**src/core/tcs_pkg.sv**
```systemverilog
// Package for the transmit control and status register block.
// Assumes a 100 MHz aclk and a 32-bit AXI4-Lite register bus.
package tcs_pkg;
  // Register index 3, byte address four times the index.
  localparam logic [7:0] TCS_REG_INDEX = 8'h03;
  localparam logic [7:0] TCS_REG_ADDR = 8'h0c;
  // Side-band event register of our own choosing.
  localparam logic [7:0] TCS_EVT_ADDR = 8'h10;
  localparam int TCS_BIT_IRQ_REQ = 15;
  localparam int TCS_BIT_LATE_SEL = 14;
  localparam int TCS_BIT_FCS_SUP = 13;
  localparam int TCS_BIT_DEF_OFF = 12;
  localparam int TCS_BIT_DEF_TMO = 10;
  localparam int TCS_BIT_WAITED = 9;
  localparam int TCS_BIT_NO_CRS = 8;
  localparam int TCS_BIT_CRS_LOST = 7;
  localparam int TCS_BIT_EXC_COL = 6;
  localparam int TCS_BIT_LATE_COL = 5;
  localparam int TCS_BIT_MON_BAD = 3;
  localparam int TCS_BIT_UNDERRUN = 2;
  localparam int TCS_BIT_LEN_MIS = 1;
  localparam int TCS_BIT_SENT_OK = 0;
  localparam logic [15:0] TCS_RESET_VAL = 16'h0101;
  localparam logic [15:0] TCS_CFG_MASK = 16'hf000;
  localparam logic [15:0] TCS_STAT_MASK = 16'h07ef;
  localparam logic [15:0] TCS_START_CLR = 16'h04c2;
  localparam logic [15:0] TCS_WB_CLR = 16'h0220;
  localparam logic [4:0] TCS_MAX_COLL = 5'h10;
  localparam int TCS_CLK_MHZ = 100;
  localparam int TCS_DEFER_US = 3200;
  localparam int TCS_SLOT_NS = 51200;
  localparam int TCS_DEFER_CYC = TCS_DEFER_US * TCS_CLK_MHZ;
  localparam int TCS_SLOT_CYC = TCS_SLOT_NS * TCS_CLK_MHZ / 1000;
  localparam logic [1:0] TCS_RESP_OKAY = 2'b00;
  localparam logic [1:0] TCS_RESP_SLVERR = 2'b10;
endpackage : tcs_pkg

```
**src/core/tcs_reg.sv**
```systemverilog
// Transmit control and status register with engine-side event inputs.
// Assumes the transmit engine pulses its event inputs for one cycle each.
//
// Functional notes
// - Transmission start loads config bits 15..12.
// - Transmit end sets status bits when true.
// - Completion writes status plus collision count back.
// - After write-back, clear bits 9 and 5.
// - Next start clears 10,7,6,1; sets 8.
// - Hardware reset sets bits 8,0; clears 1.
// - Software reset leaves register untouched.
// - Bits 15..12 writable; 11 and 4 zero.
// - Descriptor interrupt request raises interrupt flag.
// - Late-window select picks collision timer start.
// - FCS suppress omits the four-byte FCS.
// - Deferral-timer-off disables the deferral timer.
// - Deferring 3.2 ms sets timeout and aborts.
// - Sixteen collisions set flag and abort.
// - Collision after slot time sets late flag.
// - Carrier-never-seen set at start, cleared on carrier in frame.
// - Length mismatch sets flag and aborts.
//
// Local design decision: the AXI4-Lite register port.
`timescale 1ns/1ps
module tcs_reg #(
  parameter int DEFER_CYC = tcs_pkg::TCS_DEFER_CYC
) (
  input wire logic aclk,
  input wire logic aresetn,
  input wire logic soft_reset,
  input wire logic [7:0] s_axi_awaddr,
  input wire logic s_axi_awvalid,
  output logic s_axi_awready,
  input wire logic [31:0] s_axi_wdata,
  input wire logic [3:0] s_axi_wstrb,
  input wire logic s_axi_wvalid,
  output logic s_axi_wready,
  output logic [1:0] s_axi_bresp,
  output logic s_axi_bvalid,
  input wire logic s_axi_bready,
  input wire logic [7:0] s_axi_araddr,
  input wire logic s_axi_arvalid,
  output logic s_axi_arready,
  output logic [31:0] s_axi_rdata,
  output logic [1:0] s_axi_rresp,
  output logic s_axi_rvalid,
  input wire logic s_axi_rready,
  input wire logic tx_start,
  input wire logic [15:0] descriptor_config_word,
  input wire logic preamble_start,
  input wire logic sfd_done,
  input wire logic deferring,
  input wire logic carrier_sense,
  input wire logic collision,
  input wire logic tx_end,
  input wire logic mon_bad,
  input wire logic underrun,
  input wire logic length_mismatch,
  input wire logic status_written,
  output logic descriptor_irq_set,
  output logic tx_abort,
  output logic fcs_append,
  output logic status_wb_valid,
  output logic [15:0] descriptor_status_word,
  output logic [4:0] collision_count
);
  import tcs_pkg::*;

  // ****************************************
  // Register bus
  // ****************************************
  logic [15:0] transmit_control_status;
  logic [7:0] aw_addr;
  logic aw_have;
  logic [31:0] w_data;
  logic [3:0] w_strb;
  logic w_have;
  logic in_frame;
  logic [31:0] defer_cnt;
  logic [31:0] slot_cnt;
  logic slot_run;
  logic late_window;

  // Address and data sit in separate holding registers, so the master may
  // offer them in either order. The response goes out only when both are held
  // and no earlier response still waits for bready. That keeps at most one
  // write in flight without any counter.
  wire aw_take = s_axi_awvalid && s_axi_awready;
  wire w_take = s_axi_wvalid && s_axi_wready;
  wire wr_go = aw_have && w_have && !s_axi_bvalid;
  wire wr_hit = aw_addr == TCS_REG_ADDR;
  wire wr_ok = wr_hit || aw_addr == TCS_EVT_ADDR;
  // Only byte lane 1 carries the configuration nibble. A write with that lane
  // off is still answered OKAY, but it changes nothing.
  wire wr_cfg = wr_go && wr_hit && w_strb[1];
  wire ar_take = s_axi_arvalid && s_axi_arready;
  wire rd_hit = s_axi_araddr == TCS_REG_ADDR;
  wire rd_evt = s_axi_araddr == TCS_EVT_ADDR;

  // A second, read-only word at the event address shows tx_abort. Software can
  // poll it for an aborted frame without decoding the status bits.
  wire [31:0] rd_val = rd_hit ? {16'h0000, transmit_control_status} :
                       rd_evt ? {31'h00000000, tx_abort} : 32'h00000000;

  always_ff @(posedge aclk) begin
    if (!aresetn) begin
      aw_have <= 1'b0;
      w_have <= 1'b0;
      aw_addr <= 8'h00;
      w_data <= 32'h00000000;
      w_strb <= 4'h0;
      s_axi_awready <= 1'b0;
      s_axi_wready <= 1'b0;
      s_axi_bvalid <= 1'b0;
      s_axi_bresp <= TCS_RESP_OKAY;
    end else begin
      s_axi_awready <= !aw_have && !aw_take;
      s_axi_wready <= !w_have && !w_take;
      if (aw_take) begin
        aw_have <= 1'b1;
        aw_addr <= s_axi_awaddr;
      end
      if (w_take) begin
        w_have <= 1'b1;
        w_data <= s_axi_wdata;
        w_strb <= s_axi_wstrb;
      end
      if (wr_go) begin
        aw_have <= 1'b0;
        w_have <= 1'b0;
        s_axi_bvalid <= 1'b1;
        s_axi_bresp <= wr_ok ? TCS_RESP_OKAY : TCS_RESP_SLVERR;
      end else if (s_axi_bready) begin
        s_axi_bvalid <= 1'b0;
      end
    end
  end

  // Reads answer one cycle after the address is taken. The word is captured at
  // that edge, so a later engine event cannot change a word already on the bus.
  // Unmapped addresses read as zero with a slave error and have no side effect.
  always_ff @(posedge aclk) begin
    if (!aresetn) begin
      s_axi_arready <= 1'b0;
      s_axi_rvalid <= 1'b0;
      s_axi_rdata <= 32'h00000000;
      s_axi_rresp <= TCS_RESP_OKAY;
    end else begin
      s_axi_arready <= !s_axi_rvalid && !ar_take;
      if (ar_take) begin
        s_axi_rvalid <= 1'b1;
        s_axi_rdata <= rd_val;
        s_axi_rresp <= (rd_hit || rd_evt) ? TCS_RESP_OKAY : TCS_RESP_SLVERR;
      end else if (s_axi_rready) begin
        s_axi_rvalid <= 1'b0;
      end
    end
  end

  // ****************************************
  // Transmit timers
  // ****************************************
  // The soft reset input is deliberately not used by the register below.
  // A software reset must leave every configuration and status bit as it
  // stands; only the hardware reset clears or presets them.
  wire timer_on = !transmit_control_status[TCS_BIT_DEF_OFF];
  wire defer_hit = timer_on && deferring && defer_cnt >= DEFER_CYC - 1;
  wire coll_abort = collision && collision_count == TCS_MAX_COLL - 5'h01;
  wire slot_go = transmit_control_status[TCS_BIT_LATE_SEL] ? preamble_start : sfd_done;
  wire late_hit = collision && late_window;

  // Both counters are cleared at every transmission start, so a window or a
  // deferral count left from an aborted packet never leaks into the next one.
  // The deferral count restarts whenever deferring drops, because only one
  // unbroken deferral period counts as excessive.
  // The slot counter runs on after the window has opened; the window flag
  // then holds until the next start. The counters are 32 bits wide, far more
  // than the slot needs, which keeps the comparisons plain.
  always_ff @(posedge aclk) begin
    if (!aresetn || tx_start) begin
      defer_cnt <= 32'h00000000;
      slot_cnt <= 32'h00000000;
      slot_run <= 1'b0;
      late_window <= 1'b0;
    end else begin
      defer_cnt <= (deferring && timer_on) ? defer_cnt + 32'h00000001 : 32'h00000000;
      if (slot_go) begin
        slot_run <= 1'b1;
        slot_cnt <= 32'h00000000;
      end else if (slot_run) begin
        slot_cnt <= slot_cnt + 32'h00000001;
        if (slot_cnt >= TCS_SLOT_CYC - 1) begin
          late_window <= 1'b1;
        end
      end
    end
  end

  // ****************************************
  // Register and events
  // ****************************************
  // Start value: the configuration comes from the fetched descriptor, the
  // start-cleared status bits drop, and carrier-never-seen is raised again,
  // ready for the carrier monitor of the new frame.
  wire [15:0] start_val = (transmit_control_status & ~TCS_CFG_MASK & ~TCS_START_CLR)
                          | (descriptor_config_word & TCS_CFG_MASK)
                          | (16'h0001 << TCS_BIT_NO_CRS);
  wire crs_seen = in_frame && carrier_sense;

  // Events of the packet, before and during the frame. Bit 1 is also raised on the sixteenth collision,
  // so software sees one abort cause for both kinds of count fault.
  wire [15:0] evt_set = (16'(defer_hit) << TCS_BIT_DEF_TMO)
                      | (16'(deferring && !in_frame) << TCS_BIT_WAITED)
                      | (16'(coll_abort) << TCS_BIT_EXC_COL)
                      | (16'(coll_abort || length_mismatch) << TCS_BIT_LEN_MIS)
                      | (16'(late_hit) << TCS_BIT_LATE_COL)
                      | (16'(underrun) << TCS_BIT_UNDERRUN);

  // Conditions judged once, at the end of the frame. Packet-monitored-bad is
  // held low while the FCS is suppressed, as there is no checksum to judge.
  // Sent-ok needs no abort and no underrun in that same cycle, since an
  // underrun only reaches tx_abort one cycle later.
  wire [15:0] end_set = (16'(in_frame && !carrier_sense) << TCS_BIT_CRS_LOST)
                      | (16'(mon_bad && !transmit_control_status[TCS_BIT_FCS_SUP])
                         << TCS_BIT_MON_BAD)
                      | (16'(!tx_abort && !underrun) << TCS_BIT_SENT_OK);

  // The write-back and carrier clears go first, so a same-cycle event still lands.
  wire [15:0] wb_clr = status_written ? TCS_WB_CLR : 16'h0000;
  wire [15:0] crs_clr = crs_seen ? (16'h0001 << TCS_BIT_NO_CRS) : 16'h0000;
  wire [15:0] evt_add = evt_set & TCS_STAT_MASK;
  wire [15:0] end_add = tx_end ? (end_set & TCS_STAT_MASK) : 16'h0000;
  wire [15:0] next_status = ((transmit_control_status & ~wb_clr & ~crs_clr) | evt_add | end_add)
                            & (TCS_CFG_MASK | TCS_STAT_MASK);

  always_ff @(posedge aclk) begin
    if (!aresetn) begin
      transmit_control_status <= TCS_RESET_VAL;
    end else if (tx_start) begin
      transmit_control_status <= start_val;
    end else begin
      transmit_control_status <= next_status;
      if (wr_cfg) begin
        transmit_control_status[15:12] <= w_data[15:12];
      end
    end
  end


  // ****************************************
  // Engine outputs
  // ****************************************
  // The interrupt request is a single-cycle pulse per fetch. Software need not
  // alternate the request bit between descriptors, since the pulse carries
  // no memory of earlier packets.
  always_ff @(posedge aclk) begin
    if (!aresetn) begin
      in_frame <= 1'b0;
      collision_count <= 5'h00;
      tx_abort <= 1'b0;
      descriptor_irq_set <= 1'b0;
      fcs_append <= 1'b1;
      status_wb_valid <= 1'b0;
      descriptor_status_word <= 16'h0000;
    end else begin
      descriptor_irq_set <= tx_start && descriptor_config_word[TCS_BIT_IRQ_REQ];
      fcs_append <= !transmit_control_status[TCS_BIT_FCS_SUP];
      status_wb_valid <= tx_end;
      if (tx_end) begin
        // The collision count rides in the top five bits, over the config bits.
        descriptor_status_word <= {collision_count,
                                   transmit_control_status[10:0] | end_set[10:0]};
      end
      if (tx_start) begin
        in_frame <= 1'b0;
        collision_count <= 5'h00;
        tx_abort <= 1'b0;
      end else begin
        if (preamble_start) begin
          in_frame <= 1'b1;
        end else if (tx_end) begin
          in_frame <= 1'b0;
        end
        // The count stops at sixteen: the abort has been raised by then and
        // further collisions carry no meaning for this packet.
        if (collision && collision_count != TCS_MAX_COLL) begin
          collision_count <= collision_count + 5'h01;
        end
        if (defer_hit || coll_abort || length_mismatch || underrun) begin
          tx_abort <= 1'b1;
        end
      end
    end
  end
endmodule : tcs_reg

```
**config.mk**
```make
export PLATFORM = sky130hd
export DESIGN_NAME = tcs_reg
export DESIGN_NICKNAME = d
export VERILOG_FILES = /design/src/core/tcs_pkg.sv /design/src/core/tcs_reg.sv
export SDC_FILE = /design/constraint.sdc
export NUM_CORES = 1
export LEC_CHECK = 0
export BUFFER_PORTS_ARGS = -buffer_cell sky130_fd_sc_hd__buf_2
export CAP_MARGIN = 20
export CELL_PAD_IN_SITES_DETAIL_PLACEMENT = 0
export CELL_PAD_IN_SITES_GLOBAL_PLACEMENT = 1
export CORE_ASPECT_RATIO = 1.5
export CORE_UTILIZATION = 39
export CTS_CLUSTER_SIZE = 25
export DETAILED_ROUTE_END_ITERATION = 10
export PLACE_DENSITY_LB_ADDON = 0.1
export SYNTH_ARGS = -nofsm -noshare
export SYNTH_HDL_FRONTEND = slang
export SYNTH_SLANG_ARGS = --single-unit
```
**constraint.sdc**
```tcl
create_clock -name aclk -period 2.54 [get_ports aclk]
set_input_delay 0.508 -clock aclk [delete_from_list [all_inputs] [get_ports aclk]]
set_output_delay 0.508 -clock aclk [all_outputs]
set_load 0.05 [all_outputs]
```
== After elaboration in Yosys (flattened, before gate mapping) ==
Cells that the tools add are included.

* Register bits after elaboration: 177
* Bits in latches: 0
* RAM bits: 0
* Bits in read-only memories: 0
* Input bits: 87
* Output and inout bits: 66
* Word-level logic and storage cells: 123
* Memories kept: 0

* Add/sub/neg operators: 3
* Multipliers: 0
* Divide/modulo/power cells: 0
* Order comparisons: 2
* Equality and inequality tests: 6
* Shift operators: 0
* Muxes and demuxes: 16
* Bitwise gates (word level): 18
* Reduce and logical (&&, ||, !) cells: 51

{| class="wikitable"
|+ Operators with widths
! kind !! number
|-
| 32-bit by 1-bit adder with 32-bit output, second input constant || 2
|-
| 16-bit AND || 2
|-
| 32-bit by 13-bit greater-or-equal comparator with 1-bit output, second input constant || 1
|-
| 32-bit by 19-bit greater-or-equal comparator with 1-bit output, second input constant || 1
|-
| 16-bit two-way mux || 2
|-
| 1-bit logical AND || 21
|-
| 8-bit by 4-bit equality test with 1-bit output, second input constant || 2
|-
| 8-bit by 5-bit equality test with 1-bit output, second input constant || 2
|-
| 10-bit NOT with 16-bit output || 1
|-
| 9-bit NOT with 16-bit output || 1
|-
| 12-bit by 16-bit OR with 16-bit output || 1
|-
| 16-bit by 11-bit OR with 16-bit output || 1
|-
| 16-bit by 8-bit OR with 16-bit output || 1
|-
| 1-bit logical NOT || 14
|-
| 11-bit by 10-bit OR with 11-bit output || 1
|-
| 11-bit by 2-bit OR with 11-bit output || 1
|-
| 11-bit by 3-bit OR with 11-bit output || 1
|-
| 11-bit by 6-bit OR with 11-bit output || 1
|-
| 11-bit by 7-bit OR with 11-bit output || 1
|-
| 11-bit by 8-bit OR with 11-bit output || 1
|-
| 10-bit two-way mux || 1
|-
| 9-bit two-way mux || 1
|-
| 1-bit two-way mux || 8
|-
| 8-bit two-way mux || 1
|-
| 13 further kinds || 27
|}

== Depth between registers and ports, before layout ==
Gate-level depths: netlist of run 1.

* Word-level depth: 12
* Gate-level depth with buffers: 7
* Gate-level depth less buffers: 7

== Least setup slack after synthesis of run 1 ==
No wires, ideal clock.

* Kind: reg-to-reg
* Start point: reg slot_cnt[0]
* End point: reg slot_cnt[30]
* Library setup time: 0.070 ns
* Arrival: 1.901 ns
* Required time: 2.470 ns
* Setup slack: 0.568 ns
* Stages on the path, launching flop included: 7
* Buffers on the path: 1
* Period minus slack after synthesis: 1.972 ns
* Cell sequence: dfxtp_1 ha_1 nand4_2 or3_4 buf_6 or4_1 a21oi_1

* Cells in the longest elaborated chain, start to end: 1

{| class="wikitable"
|+ RTL lines
! item !! line !! RTL
|-
| start: declaration || tcs_reg.sv:80 || <nowiki>logic [31:0] slot_cnt;</nowiki>
|-
| start signal: assignment || tcs_reg.sv:191 || <nowiki>slot_cnt <= slot_cnt + 32'h00000001;</nowiki>
|-
| 32-bit by 1-bit adder with 32-bit output || tcs_reg.sv:191 ||
|}

No other way between the ends.
A chain may end at the register's enable or synchronous reset.

== Final worst setup path of run 1 ==
* Start point: reg defer_cnt[2]
* End point: reg defer_cnt[25]

* Cells in the longest elaborated chain, start to end: 1

{| class="wikitable"
|+ RTL lines
! item !! line !! RTL
|-
| start: declaration || tcs_reg.sv:79 || <nowiki>logic [31:0] defer_cnt;</nowiki>
|-
| start signal: assignment || tcs_reg.sv:186 || <nowiki>defer_cnt <= (deferring && timer_on) ? defer_cnt + 32'h00000001 : 32'h00000000;</nowiki>
|-
| 32-bit by 1-bit adder with 32-bit output || tcs_reg.sv:186 ||
|}

No other way between the ends.

==> results of run 1 <==
-- metrics by stage --
| stage | power [mW] | hold WS (ps) | utilization [%] |
|---|---|---|---|
| 2_1_floorplan | 2.61 | 383 | - |
| 3_3_place_gp | 2.69 | 412 | 44.1 |
| 3_5_place_dp | 2.70 | 411 | 44.1 |
| 4_1_cts | 5.28 | 319 | 48.1 |
| 5_1_grt | 5.41 | 330 | 48.1 |
| 6_report | 5.21 | 336 | 48.1 |
-- cell usage in the layout, fill, tap and decap left out, types with 18 or more instances in the layout --
cell type  netlist  final
dfxtp_1        141    141
conb_1           1     21
nor2_1          59     59
or4_1           24     24
o31ai_1         18     18
mux2i_1         27     27
nand4_1         19     19
o21ai_0         21     21
nor4_1          19     19
nand3_1         25     25
nand2_1         60     60
or3_1           18     18
buf_2            4     87
inv_1           21     21
a21oi_1         65     65
-- state kept, by name, indices dropped and copies added, names as in the netlist, 4 cells and up --
name and cells:
slot_cnt 32, defer_cnt 32, descriptor_status_word 15, collision_count 5, w_data 4, transmit_control_status 14
s_axi_rdata 14, aw_addr 8
-- worst reg2reg max path, delay by kind of cell, from the launching register on --
family / cells / cell delay (ps)
flops: 1 / 420
simple gates: 3 / 1570
compound gates: 1 / 150
-- layer usage --
| metal | global-route usage, % | vias to the layer above |
|---|---|---|
| met5 | 0 | - |
| met4 | 5.31 | 0 |
| met3 | 2.97 | 6 |
| met2 | 31.1 | 98 |
| met1 | 21.6 | 2407 |
| li1 | - | 2642 |
-- cell families after synthesis --
family                   after synthesis  share of synthesized area, %
AO/OA/AOI/OAI                        129                          12.7
XOR/XNOR                              25                          3.58
adder cells (fa/ha/maj)                5                          1.02
buffers and inverters                 74                          6.12
flip-flops                           141                          46.2
multiplexers                          28                          4.60
other                                  1                        0.0613
AND/OR/NAND/NOR                      290                          25.7
-- layout make-up --
class	instances	area, um^2
Fill cell	1502	7890
Multi-Input combinational cell	498	2990
Sequential cell	141	2820
Timing Repair Buffer	104	563
Clock buffer	18	429
Tap cell	199	249
Clock inverter	14	184
Inverter	21	78.8
-- how the worst max path moves through the flow --
stage | to | startpoint | cells after the start | slack (ps)
CTS | defer_cnt[23] | defer_cnt[9] | 4 | 320
global route | defer_cnt[25] | defer_cnt[9] | 4 | 170
finish | defer_cnt[25] | defer_cnt[2] | 4 | 330
floorplan | slot_cnt[30] | slot_cnt[0] | 6 | 570
detailed placement | defer_cnt[23] | defer_cnt[9] | 4 | 340
global placement | defer_cnt[23] | defer_cnt[9] | 4 | 440
-- power by group --
part / switching (mW) / internal, mW / total, mW
registers: 0.0310 / 2.25 / 2.29
logic: 0.263 / 0.0960 / 0.359
clock network: 0.996 / 1.57 / 2.57
==> metrics.md, run 1 <==
| Metric | Value |
|---|---|
| Status | `completed` |
| Fmax | `0.453 GHz` |
| Rel. slew slack | `64.2%` |
| Most common cell type on the critical path | `or4_1` |
| Reg2reg setup slack | `330 ps` |
| Post-DP HPWL | `10.0 mm` |
| Final layout net count | `875` |
| Port Buffers | `87` |
| Clk slew on worst S/H paths | `70 ps` |
| Tmin final | `2210 ps` |
| Worst slew pin tran | `530 ps` |
| Critical path class | `register to register` |
| TritonRoute pass-1 iters | `4` |
| Postcts setup bufs | `0` |
| Worst skew pair latency | `400 ps` |
| Max cap viols | `0` |
| Async SR Flop Fraction | `0%` |
| Vias | `5,153` |
| Yosys warnings | `0` |
| CP Data Arrival Time | `2540 ps` |
| Met3 WL | `485 um` |
| Inserted Clock Buffers | `17` |
| Total grt overflow | `0` |
| Commonest cells post-synth | `dfxtp_1 (141), a21oi_1 (65), nand2_1 (60)` |
| Synthesized cell area | `6110 um^2` |
| H-tree Lvls | `4` |
| Setup TNS | `0 ps` |
| Hold Path Cell Cnt | `3` |
| Initial Utilization | `40.2%` |
| Synth cell types | `53` |
| ANT cells | `0` |
| Vias/cell | `5.18` |
| Setup-failing EPs final | `0` |
| Area Growth Syn to Fin | `19.7%` |
| Chip Height | `155 um` |
| Yosys top cell area share | `46.2%` |
| Placer Congestion | `0.801` |
| Max Fanout on Critical Path | `18` |
| Ports | `153` |
| Worst path required time | `2870 ps` |
| Antenna Violating Nets Remaining | `0` |
| Top cells by area, synth | `dfxtp_1 (46%), a21oi_1 (5.3%), mux2i_1 (4.4%)` |
| Leakage power | `2.75 nW` |
| DRC viols | `0` |
| DR top layer | `met4` |
| Final period util | `86.9%` |
| Setup ws final | `332 ps` |
| R2R depth | `4` |
| Setup Skew | `8.67 ps` |
| Vias in the first global route | `4,902` |
| Pwr dens | `712 nW/um^2` |
| Unrepaired setup endpoints after global routing | `false` |
| Met2 WL | `6.90 mm` |
| Initial antenna violation count | `0` |
| Hold path startpoint | `s_axi_awaddr[3]` |
| Syn avg cell area | `8.82 um^2` |
| Count leader, synth | `dfxtp_1` |
| CTS root buffer | `clkbuf_16` |
| Pre-CTS WS | `341 ps` |
| First-pass GRT wire length | `23.4 mm` |
| Hold/Removal Path Class | `input port to register` |
| Clock sinks | `141` |
| Number of max-slew violations in the final report | `0` |
| CP peak stage delay | `730 ps` |
| Die width | `104 um` |
| CTS tree | `done` |
| Post-layout instance area | `7320 um^2` |
| Area after DPL | `6710 um^2` |
| Delay-heaviest family, CP | `simple AND/OR/NAND/NOR gates` |
| Post-synth EDFFs | `0` |
| Layout cells sized above 1 | `19.0%` |
| Final Hold Viols | `0` |
| Sequential fraction of the synthesis area | `46.2%` |
| Post-CTS sizing | `0` |
| Total wire length | `13.9 mm` |
| Placed cell count | `963` |
| CP startpoint kind | `register` |
| Hold EP | `aw_addr[3]` |
| Routed length on met1 | `6.43 mm` |
| Maximum vdd drop | `0.000361 V` |
| CP cell instances | `nand4_1 -> or4_1 -> or4_1 -> a21oi_1` |
| Reg2Reg Launch Point | `defer_cnt[2]` |
| Longest Clk Path Bufs | `2` |
| Buf+Inv Stages, Crit Path | `0` |
| Die area | `16,200 um^2` |
| WL per Instance | `14.0 um` |
| Worst setup EP type | `register` |
| Final cell count without fillers | `995` |
| Largest net degree at the start of global routing | `29` |
| GRT Total Usage | `17.5%` |
| Slowest CP cell | `or4_1` |
| Post-synth top flop | `dfxtp_1` |
| Seq cells post-synth | `141` |
| Drt initial violations | `214` |
| R2R Path End | `defer_cnt[25]` |
| Synth area leader | `dfxtp_1` |
| FP Rows | `55` |
| Area of the core | `15,200 um^2` |
| Cells after Synth | `693` |
| Cts hold-fix bufs | `0` |
Power figures use the tool's default switching activity.
==> run 2: changes to the inputs <==
BUFFER_PORTS_ARGS = not set   (was -buffer_cell sky130_fd_sc_hd__buf_2)
CORE_UTILIZATION = 47   (was 39)
DONT_BUFFER_PORTS = 1   (was not set)
clock period = 2.2 ns   (was 2.54 ns; I/O delays follow)
==> run 2 against run 1 <==
Against the previous run:
- clock skew grew 2.1 ps
- largest power group unchanged
- core utilization grew 6.8 points
- combinational power shrank 19%
- critical endpoint is now defer_cnt[29]
- highest routed layer unchanged
==> metrics.md, run 2 (same netlist as run 1, synthesis figures left out) <==
| Metric | Value |
|---|---|
| Status | `completed (unchanged)` |
| Worst skew pair latency | `410 ps (was 400 ps)` |
| Worst setup path startpoint | `defer_cnt[11] (was defer_cnt[2])` |
| Share of power burned in registers | `47.3% (was 43.9%)` |
| Placed cell count | `851 (was 963)` |
| Vias | `4,920 (was 5,153)` |
| Setup-failing EPs final | `0 (unchanged)` |
| Sw power | `1.42 mW (was 1.29 mW)` |
| Worst slew pin tran | `562 ps (was 530 ps)` |
| Max Fanout on Critical Path | `13 (was 18)` |
| Leakage power | `2.40 nW (was 2.75 nW)` |
| TritonRoute pass-1 iters | `4 (unchanged)` |
| Final cell count without fillers | `883 (was 995)` |
| Sequential cell area | `2820 um^2 (unchanged)` |
| Clk slew on worst S/H paths | `60 ps (was 70 ps)` |
| Ports | `153 (unchanged)` |
| Worst path required time | `2540 ps (was 2870 ps)` |
| ANT cells | `0 (unchanged)` |
| Reg2Reg Launch Point | `defer_cnt[11] (was defer_cnt[2])` |
| Chip Height | `142 um (was 155 um)` |
| Initial Utilization | `48.6% (was 40.2%)` |
| Number of max-slew violations in the final report | `0 (unchanged)` |
| Hold/Removal Path Class | `input port to register (unchanged)` |
| Antenna Violating Nets Remaining | `0 (unchanged)` |
| Maximum vdd drop | `0.000502 V (was 0.000361 V)` |
| Total grt overflow | `0 (unchanged)` |
| Filler instances | `1,186 (was 1,502)` |
| Sw Share | `25.0% (was 24.8%)` |
| Commonest non-fill, non-tap cell in the layout | `dfxtp_1 (unchanged)` |
| CTS tree | `done (unchanged)` |
| Setup TNS | `0 ps (unchanged)` |
| Hold path startpoint | `aresetn (was s_axi_awaddr[3])` |
| Top Registers | `defer_cnt (32), slot_cnt (32), descriptor_status_word (15) (unchanged)` |
| Int Power | `4.27 mW (was 3.92 mW)` |
| Die area | `13,500 um^2 (was 16,200 um^2)` |
| Placer Congestion | `0.792 (was 0.801)` |
| WL per Instance | `15.1 um (was 14.0 um)` |
| Slowest CP cell | `or4_1 (unchanged)` |
| Area taken by multi-input logic gates | `2990 um^2 (unchanged)` |
| Initial antenna violation count | `0 (unchanged)` |
| Critical path class | `register to register (unchanged)` |
| Final period util | `93.3% (was 86.9%)` |
| GRT Total Usage | `20.2% (was 17.5%)` |
| Port Buffers | `0 (was 87)` |
| Total wire length | `13.4 mm (was 13.9 mm)` |
| Longest Clk Path Bufs | `2 (unchanged)` |
| CP cell instances | `nand3_1 -> or4_1 -> or4_1 -> a21oi_1 (was nand4_1 -> or4_1 -> or4_1 -> a21oi_1)` |
| Area of the core | `12,600 um^2 (was 15,200 um^2)` |
| Final Hold Viols | `0 (unchanged)` |
| Clock sinks | `141 (unchanged)` |
| Largest net degree at the start of global routing | `32 (was 29)` |
| Setup Skew | `10.8 ps (was 8.67 ps)` |
| FP Rows | `50 (was 55)` |
| First-pass GRT wire length | `21.4 mm (was 23.4 mm)` |
| Post-CTS sizing | `0 (unchanged)` |
| Unrepaired setup endpoints after global routing | `false (unchanged)` |
| Final layout net count | `806 (was 875)` |
| Worst setup EP type | `register (unchanged)` |
| Postcts setup bufs | `0 (unchanged)` |
| Pwr dens | `823 nW/um^2 (was 712 nW/um^2)` |
| Most frequent cells in the layout | `dfxtp_1 (141), a21oi_1 (65), nand2_1 (60) (was dfxtp_1 (141), buf_2 (87), a21oi_1 (65))` |
| Most common cell type on the critical path | `or4_1 (unchanged)` |
| CP Data Arrival Time | `2390 ps (was 2540 ps)` |
| Post-DP HPWL | `9.34 mm (was 10.0 mm)` |
| Die width | `95.1 um (was 104 um)` |
| CP peak stage delay | `730 ps (about the same)` |
| Comb power frac | `5.1% (was 6.9%)` |
| Vias in the first global route | `4,608 (was 4,902)` |
| Max cap viols | `0 (unchanged)` |
| Cts hold-fix bufs | `0 (unchanged)` |
| Clock power share | `47.5% (was 49.2%)` |
| Area Growth Syn to Fin | `13.1% (was 19.7%)` |
| CP startpoint kind | `register (unchanged)` |
| Vias/cell | `5.57 (was 5.18)` |
| CTS root buffer | `clkbuf_16 (unchanged)` |
| Rel. slew slack | `62.5% (was 64.2%)` |
| Tmin final | `2050 ps (was 2210 ps)` |
| Fmax | `0.487 GHz (was 0.453 GHz)` |
| DRC viols | `0 (unchanged)` |
| Inserted Clock Buffers | `17 (unchanged)` |
| H-tree Lvls | `4 (unchanged)` |
| Layout cells sized above 1 | `11.3% (was 19.0%)` |
| Drt initial violations | `154 (was 214)` |
| Fin util | `55.0% (was 48.1%)` |
[run 2: layer usage]
layer  part of all wire (%)  track usage, %  routed length [um]
met1                     43            22.5                5760
met3                    4.8            5.14                 640
met5                      0               0                   0
met4                   0.80            7.26                 107
met2                     51            36.2                6860
[run 2: metrics by stage]
stage	power [mW]	setup WS, ps	area (um^2)	hold WS [ps]
floorplan	3.02	228	6190	383
global placement	3.04	194	6350	406
detailed placement	3.04	149	6350	404
CTS	5.75	120	6910	85.5
global route	5.91	3.22	6910	77.5
finish	5.69	146	6910	103
[run 2: cell type report]
class | instances | area share (%)
clock inverter | 13 | 1.70
inverter | 21 | 1.14
multi-input combinational | 498 | 43.3
tap | 156 | 2.82
sequential | 141 | 40.8
clock buffer | 19 | 6.41
timing repair buffer | 35 | 3.80
[run 2: power groups by stage]
stage	Clock (mW)	Combinational, mW	Sequential (mW)
2_1_floorplan	0	0.253	2.77
3_5_place_dp	0	0.292	2.75
6_report	2.70	0.292	2.69
4_1_cts	2.76	0.294	2.69
3_3_place_gp	0	0.288	2.75
5_1_grt	2.89	0.317	2.70
[run 2: worst paths after layout]
| check | endpoint | slack (ps) | cells past startpoint |
|---|---|---|---|
| max | defer_cnt[29] | 150 | 4 |
| min | fcs_append | 100 | 1 |
| max reg2reg | defer_cnt[29] | 150 | 4 |
| min reg2reg | fcs_append | 430 | 1 |
[run 2: critical path: cells and delay by family, from the launching register on]
family	cells	cell delay, ps
simple gates	3	1410
flops	1	410
compound gates	1	160
==> run 3: changes to the inputs <==
==> constraint.sdc (replaced) <==
create_clock -name aclk -period 2.2 [get_ports aclk]
set_input_delay 0.44 -clock aclk [delete_from_list [all_inputs] [get_ports aclk]]
set_output_delay 0.44 -clock aclk [all_outputs]
set_load 0.01 [all_outputs]
==> run 3 against run 2 <==
Against the previous run:
- non-clock buffer count shrank 8
- via count up 1.2%
- fmax fell by 0.56%
- first-iteration DRC count is 11% higher
- sequential share of layout area is 0.24 points lower
- hold slack worse by 9.7 ps
- core utilization rose by 0.33 points
- final cell count down 1.0%
- critical path type unchanged
- largest cell class unchanged
- largest power group unchanged
- highest routed layer unchanged
==> metrics.md, run 3 (same netlist as run 1, synthesis figures left out) <==
| Metric | Value |
|---|---|
| Worst skew pair latency | `420 ps (was 410 ps)` |
| GRT Total Usage | `20.2% (about the same)` |
| Vias in the first global route | `4,624 (was 4,608)` |
| Commonest non-fill, non-tap cell in the layout | `dfxtp_1 (unchanged)` |
| CP Data Arrival Time | `2410 ps (was 2390 ps)` |
| Total wire length | `13.4 mm (about the same)` |
| Worst path required time | `2540 ps (about the same)` |
| Inserted Clock Buffers | `17 (unchanged)` |
| Cts hold-fix bufs | `0 (unchanged)` |
| Status | `completed (unchanged)` |
| Final Hold Viols | `0 (unchanged)` |
| Clock power share | `53.0% (was 47.5%)` |
| Largest net degree at the start of global routing | `32 (unchanged)` |
| CP startpoint kind | `register (unchanged)` |
| Initial Utilization | `48.6% (unchanged)` |
| Chip Height | `142 um (unchanged)` |
| Clk slew on worst S/H paths | `60 ps (about the same)` |
| Int Power | `4.82 mW (was 4.27 mW)` |
| Comb power frac | `3.1% (was 5.1%)` |
| Placed cell count | `843 (was 851)` |
| FP Rows | `50 (unchanged)` |
| Filler instances | `1,172 (was 1,186)` |
| Postcts setup bufs | `0 (unchanged)` |
| Critical path class | `register to register (unchanged)` |
| Tmin final | `2070 ps (was 2050 ps)` |
| Antenna Violating Nets Remaining | `0 (unchanged)` |
| Post-DP HPWL | `9.42 mm (was 9.34 mm)` |
| Die area | `13,500 um^2 (unchanged)` |
| Worst slew pin tran | `565 ps (was 562 ps)` |
| Vias/cell | `5.70 (was 5.57)` |
| WL per Instance | `15.3 um (was 15.1 um)` |
| Most frequent cells in the layout | `dfxtp_1 (141), a21oi_1 (65), nand2_1 (60) (unchanged)` |
| Rel. slew slack | `61.8% (was 62.5%)` |
| Setup Skew | `14.6 ps (was 10.8 ps)` |
| CTS root buffer | `clkbuf_16 (unchanged)` |
| Final layout net count | `798 (was 806)` |
| Ports | `153 (unchanged)` |
| Port Buffers | `0 (unchanged)` |
| Vias | `4,980 (was 4,920)` |
| H-tree Lvls | `4 (unchanged)` |
| Worst Hold Margin | `93.3 ps (was 103 ps)` |
| Max Fanout on Critical Path | `13 (unchanged)` |
| Setup TNS | `0 ps (unchanged)` |
| Setup-failing EPs final | `0 (unchanged)` |
| Sw Share | `20.4% (was 25.0%)` |
| Die width | `95.1 um (unchanged)` |
| Leakage power | `2.42 nW (was 2.40 nW)` |
| Fmax | `0.484 GHz (was 0.487 GHz)` |
| Total grt overflow | `0 (unchanged)` |
| CTS tree | `done (unchanged)` |
| Final cell count without fillers | `874 (was 883)` |
| Pre-CTS WS | `142 ps (was 149 ps)` |
| Maximum vdd drop | `0.000436 V (was 0.000502 V)` |
| Top Registers | `defer_cnt (32), slot_cnt (32), descriptor_status_word (15) (unchanged)` |
| Post-CTS sizing | `0 (unchanged)` |
| Drt initial violations | `171 (was 154)` |
| DRC viols | `0 (unchanged)` |
| Clock sinks | `141 (unchanged)` |
| Worst setup EP type | `register (unchanged)` |
| Unrepaired setup endpoints after global routing | `false (unchanged)` |
| Share of power burned in registers | `43.9% (was 47.3%)` |
| Area Growth Syn to Fin | `13.7% (was 13.1%)` |
| Sw power | `1.23 mW (was 1.42 mW)` |
| Pwr dens | `871 nW/um^2 (was 823 nW/um^2)` |
| First-pass GRT wire length | `21.4 mm (about the same)` |
| ANT cells | `0 (unchanged)` |
| Placer Congestion | `0.794 (was 0.792)` |
| Sequential cell area | `2820 um^2 (unchanged)` |
| Area taken by multi-input logic gates | `2990 um^2 (unchanged)` |
| Area of the core | `12,600 um^2 (unchanged)` |
| TritonRoute pass-1 iters | `4 (unchanged)` |
| Final period util | `93.9% (was 93.3%)` |
| Hold/Removal Path Class | `input port to register (unchanged)` |
| Layout cells sized above 1 | `10.0% (was 11.3%)` |
| Number of max-slew violations in the final report | `0 (unchanged)` |
| Initial antenna violation count | `0 (unchanged)` |
| Max cap viols | `0 (unchanged)` |
| Longest Clk Path Bufs | `2 (unchanged)` |
| Setup ws final | `135 ps (was 146 ps)` |
==> run 3: changes by cell type in the layout (fill, tap and decap cells not counted), sizes merged <==
cell | before | now
buf | 35 | 27
clkbuf | 19 | 20
clkinv | 5 | 4
clkinvlp | 5 | 1
bufinv | 1 | 6
inv | 23 | 21
==> run 3: critical path, cell delays in order, from the launching register on <==
cell and delay (ps):
dfxtp_1 410, nand3_1 120, or4_1 740, or4_1 570, a21oi_1 160
==> run 3: power groups by stage <==
stage	clock (mW)	sequential [mW]	combinational, mW
2_1_floorplan	0	2.70	0.190
3_3_place_gp	0	2.71	0.186
5_1_grt	3.38	2.66	0.215
4_1_cts	3.28	2.66	0.192
3_5_place_dp	0	2.71	0.190
6_report	3.21	2.66	0.191
==> run 3: layer usage <==
metal  part of all wire [%]  track usage (%)  vias up  wire (um)
met5                      0                0        -          0
met4                    1.3             7.74        0        168
met3                    5.4             5.20       15        716
met2                     51             36.2      117       6840
met1                     42             22.4     2365       5630
li1                       -                -     2483          -
==> run 3: worst paths after layout <==
kind,start,end,slack [ps],depth (start not counted)
worst max register to register,defer_cnt[11],defer_cnt[21],130,4
worst min register to register,transmit_control_status[13],fcs_append,420,1
worst min-delay path,aresetn,fcs_append,90,1
worst max-delay path,defer_cnt[11],defer_cnt[21],130,4
==> run 3: cell type report <==
type / instances / share of cell area, %
clock inverters: 11 / 3.10
well taps: 156 / 2.81
multi-input cells: 498 / 43.0
clock buffers: 20 / 6.42
repair buffers: 27 / 2.92
inverters: 21 / 1.13
flip-flops and latches: 141 / 40.6
==> run 3: through the flow <==
| step | power, mW | utilization [%] | area, um^2 |
|---|---|---|---|
| 3_5_place_dp | 2.90 | 50.0 | 6290 |
| 2_1_floorplan | 2.89 | - | 6190 |
| 3_3_place_gp | 2.90 | 50.0 | 6290 |
| 6_report | 6.06 | 55.3 | 6950 |
| 4_1_cts | 6.13 | 55.3 | 6950 |
| 5_1_grt | 6.26 | 55.3 | 6950 |
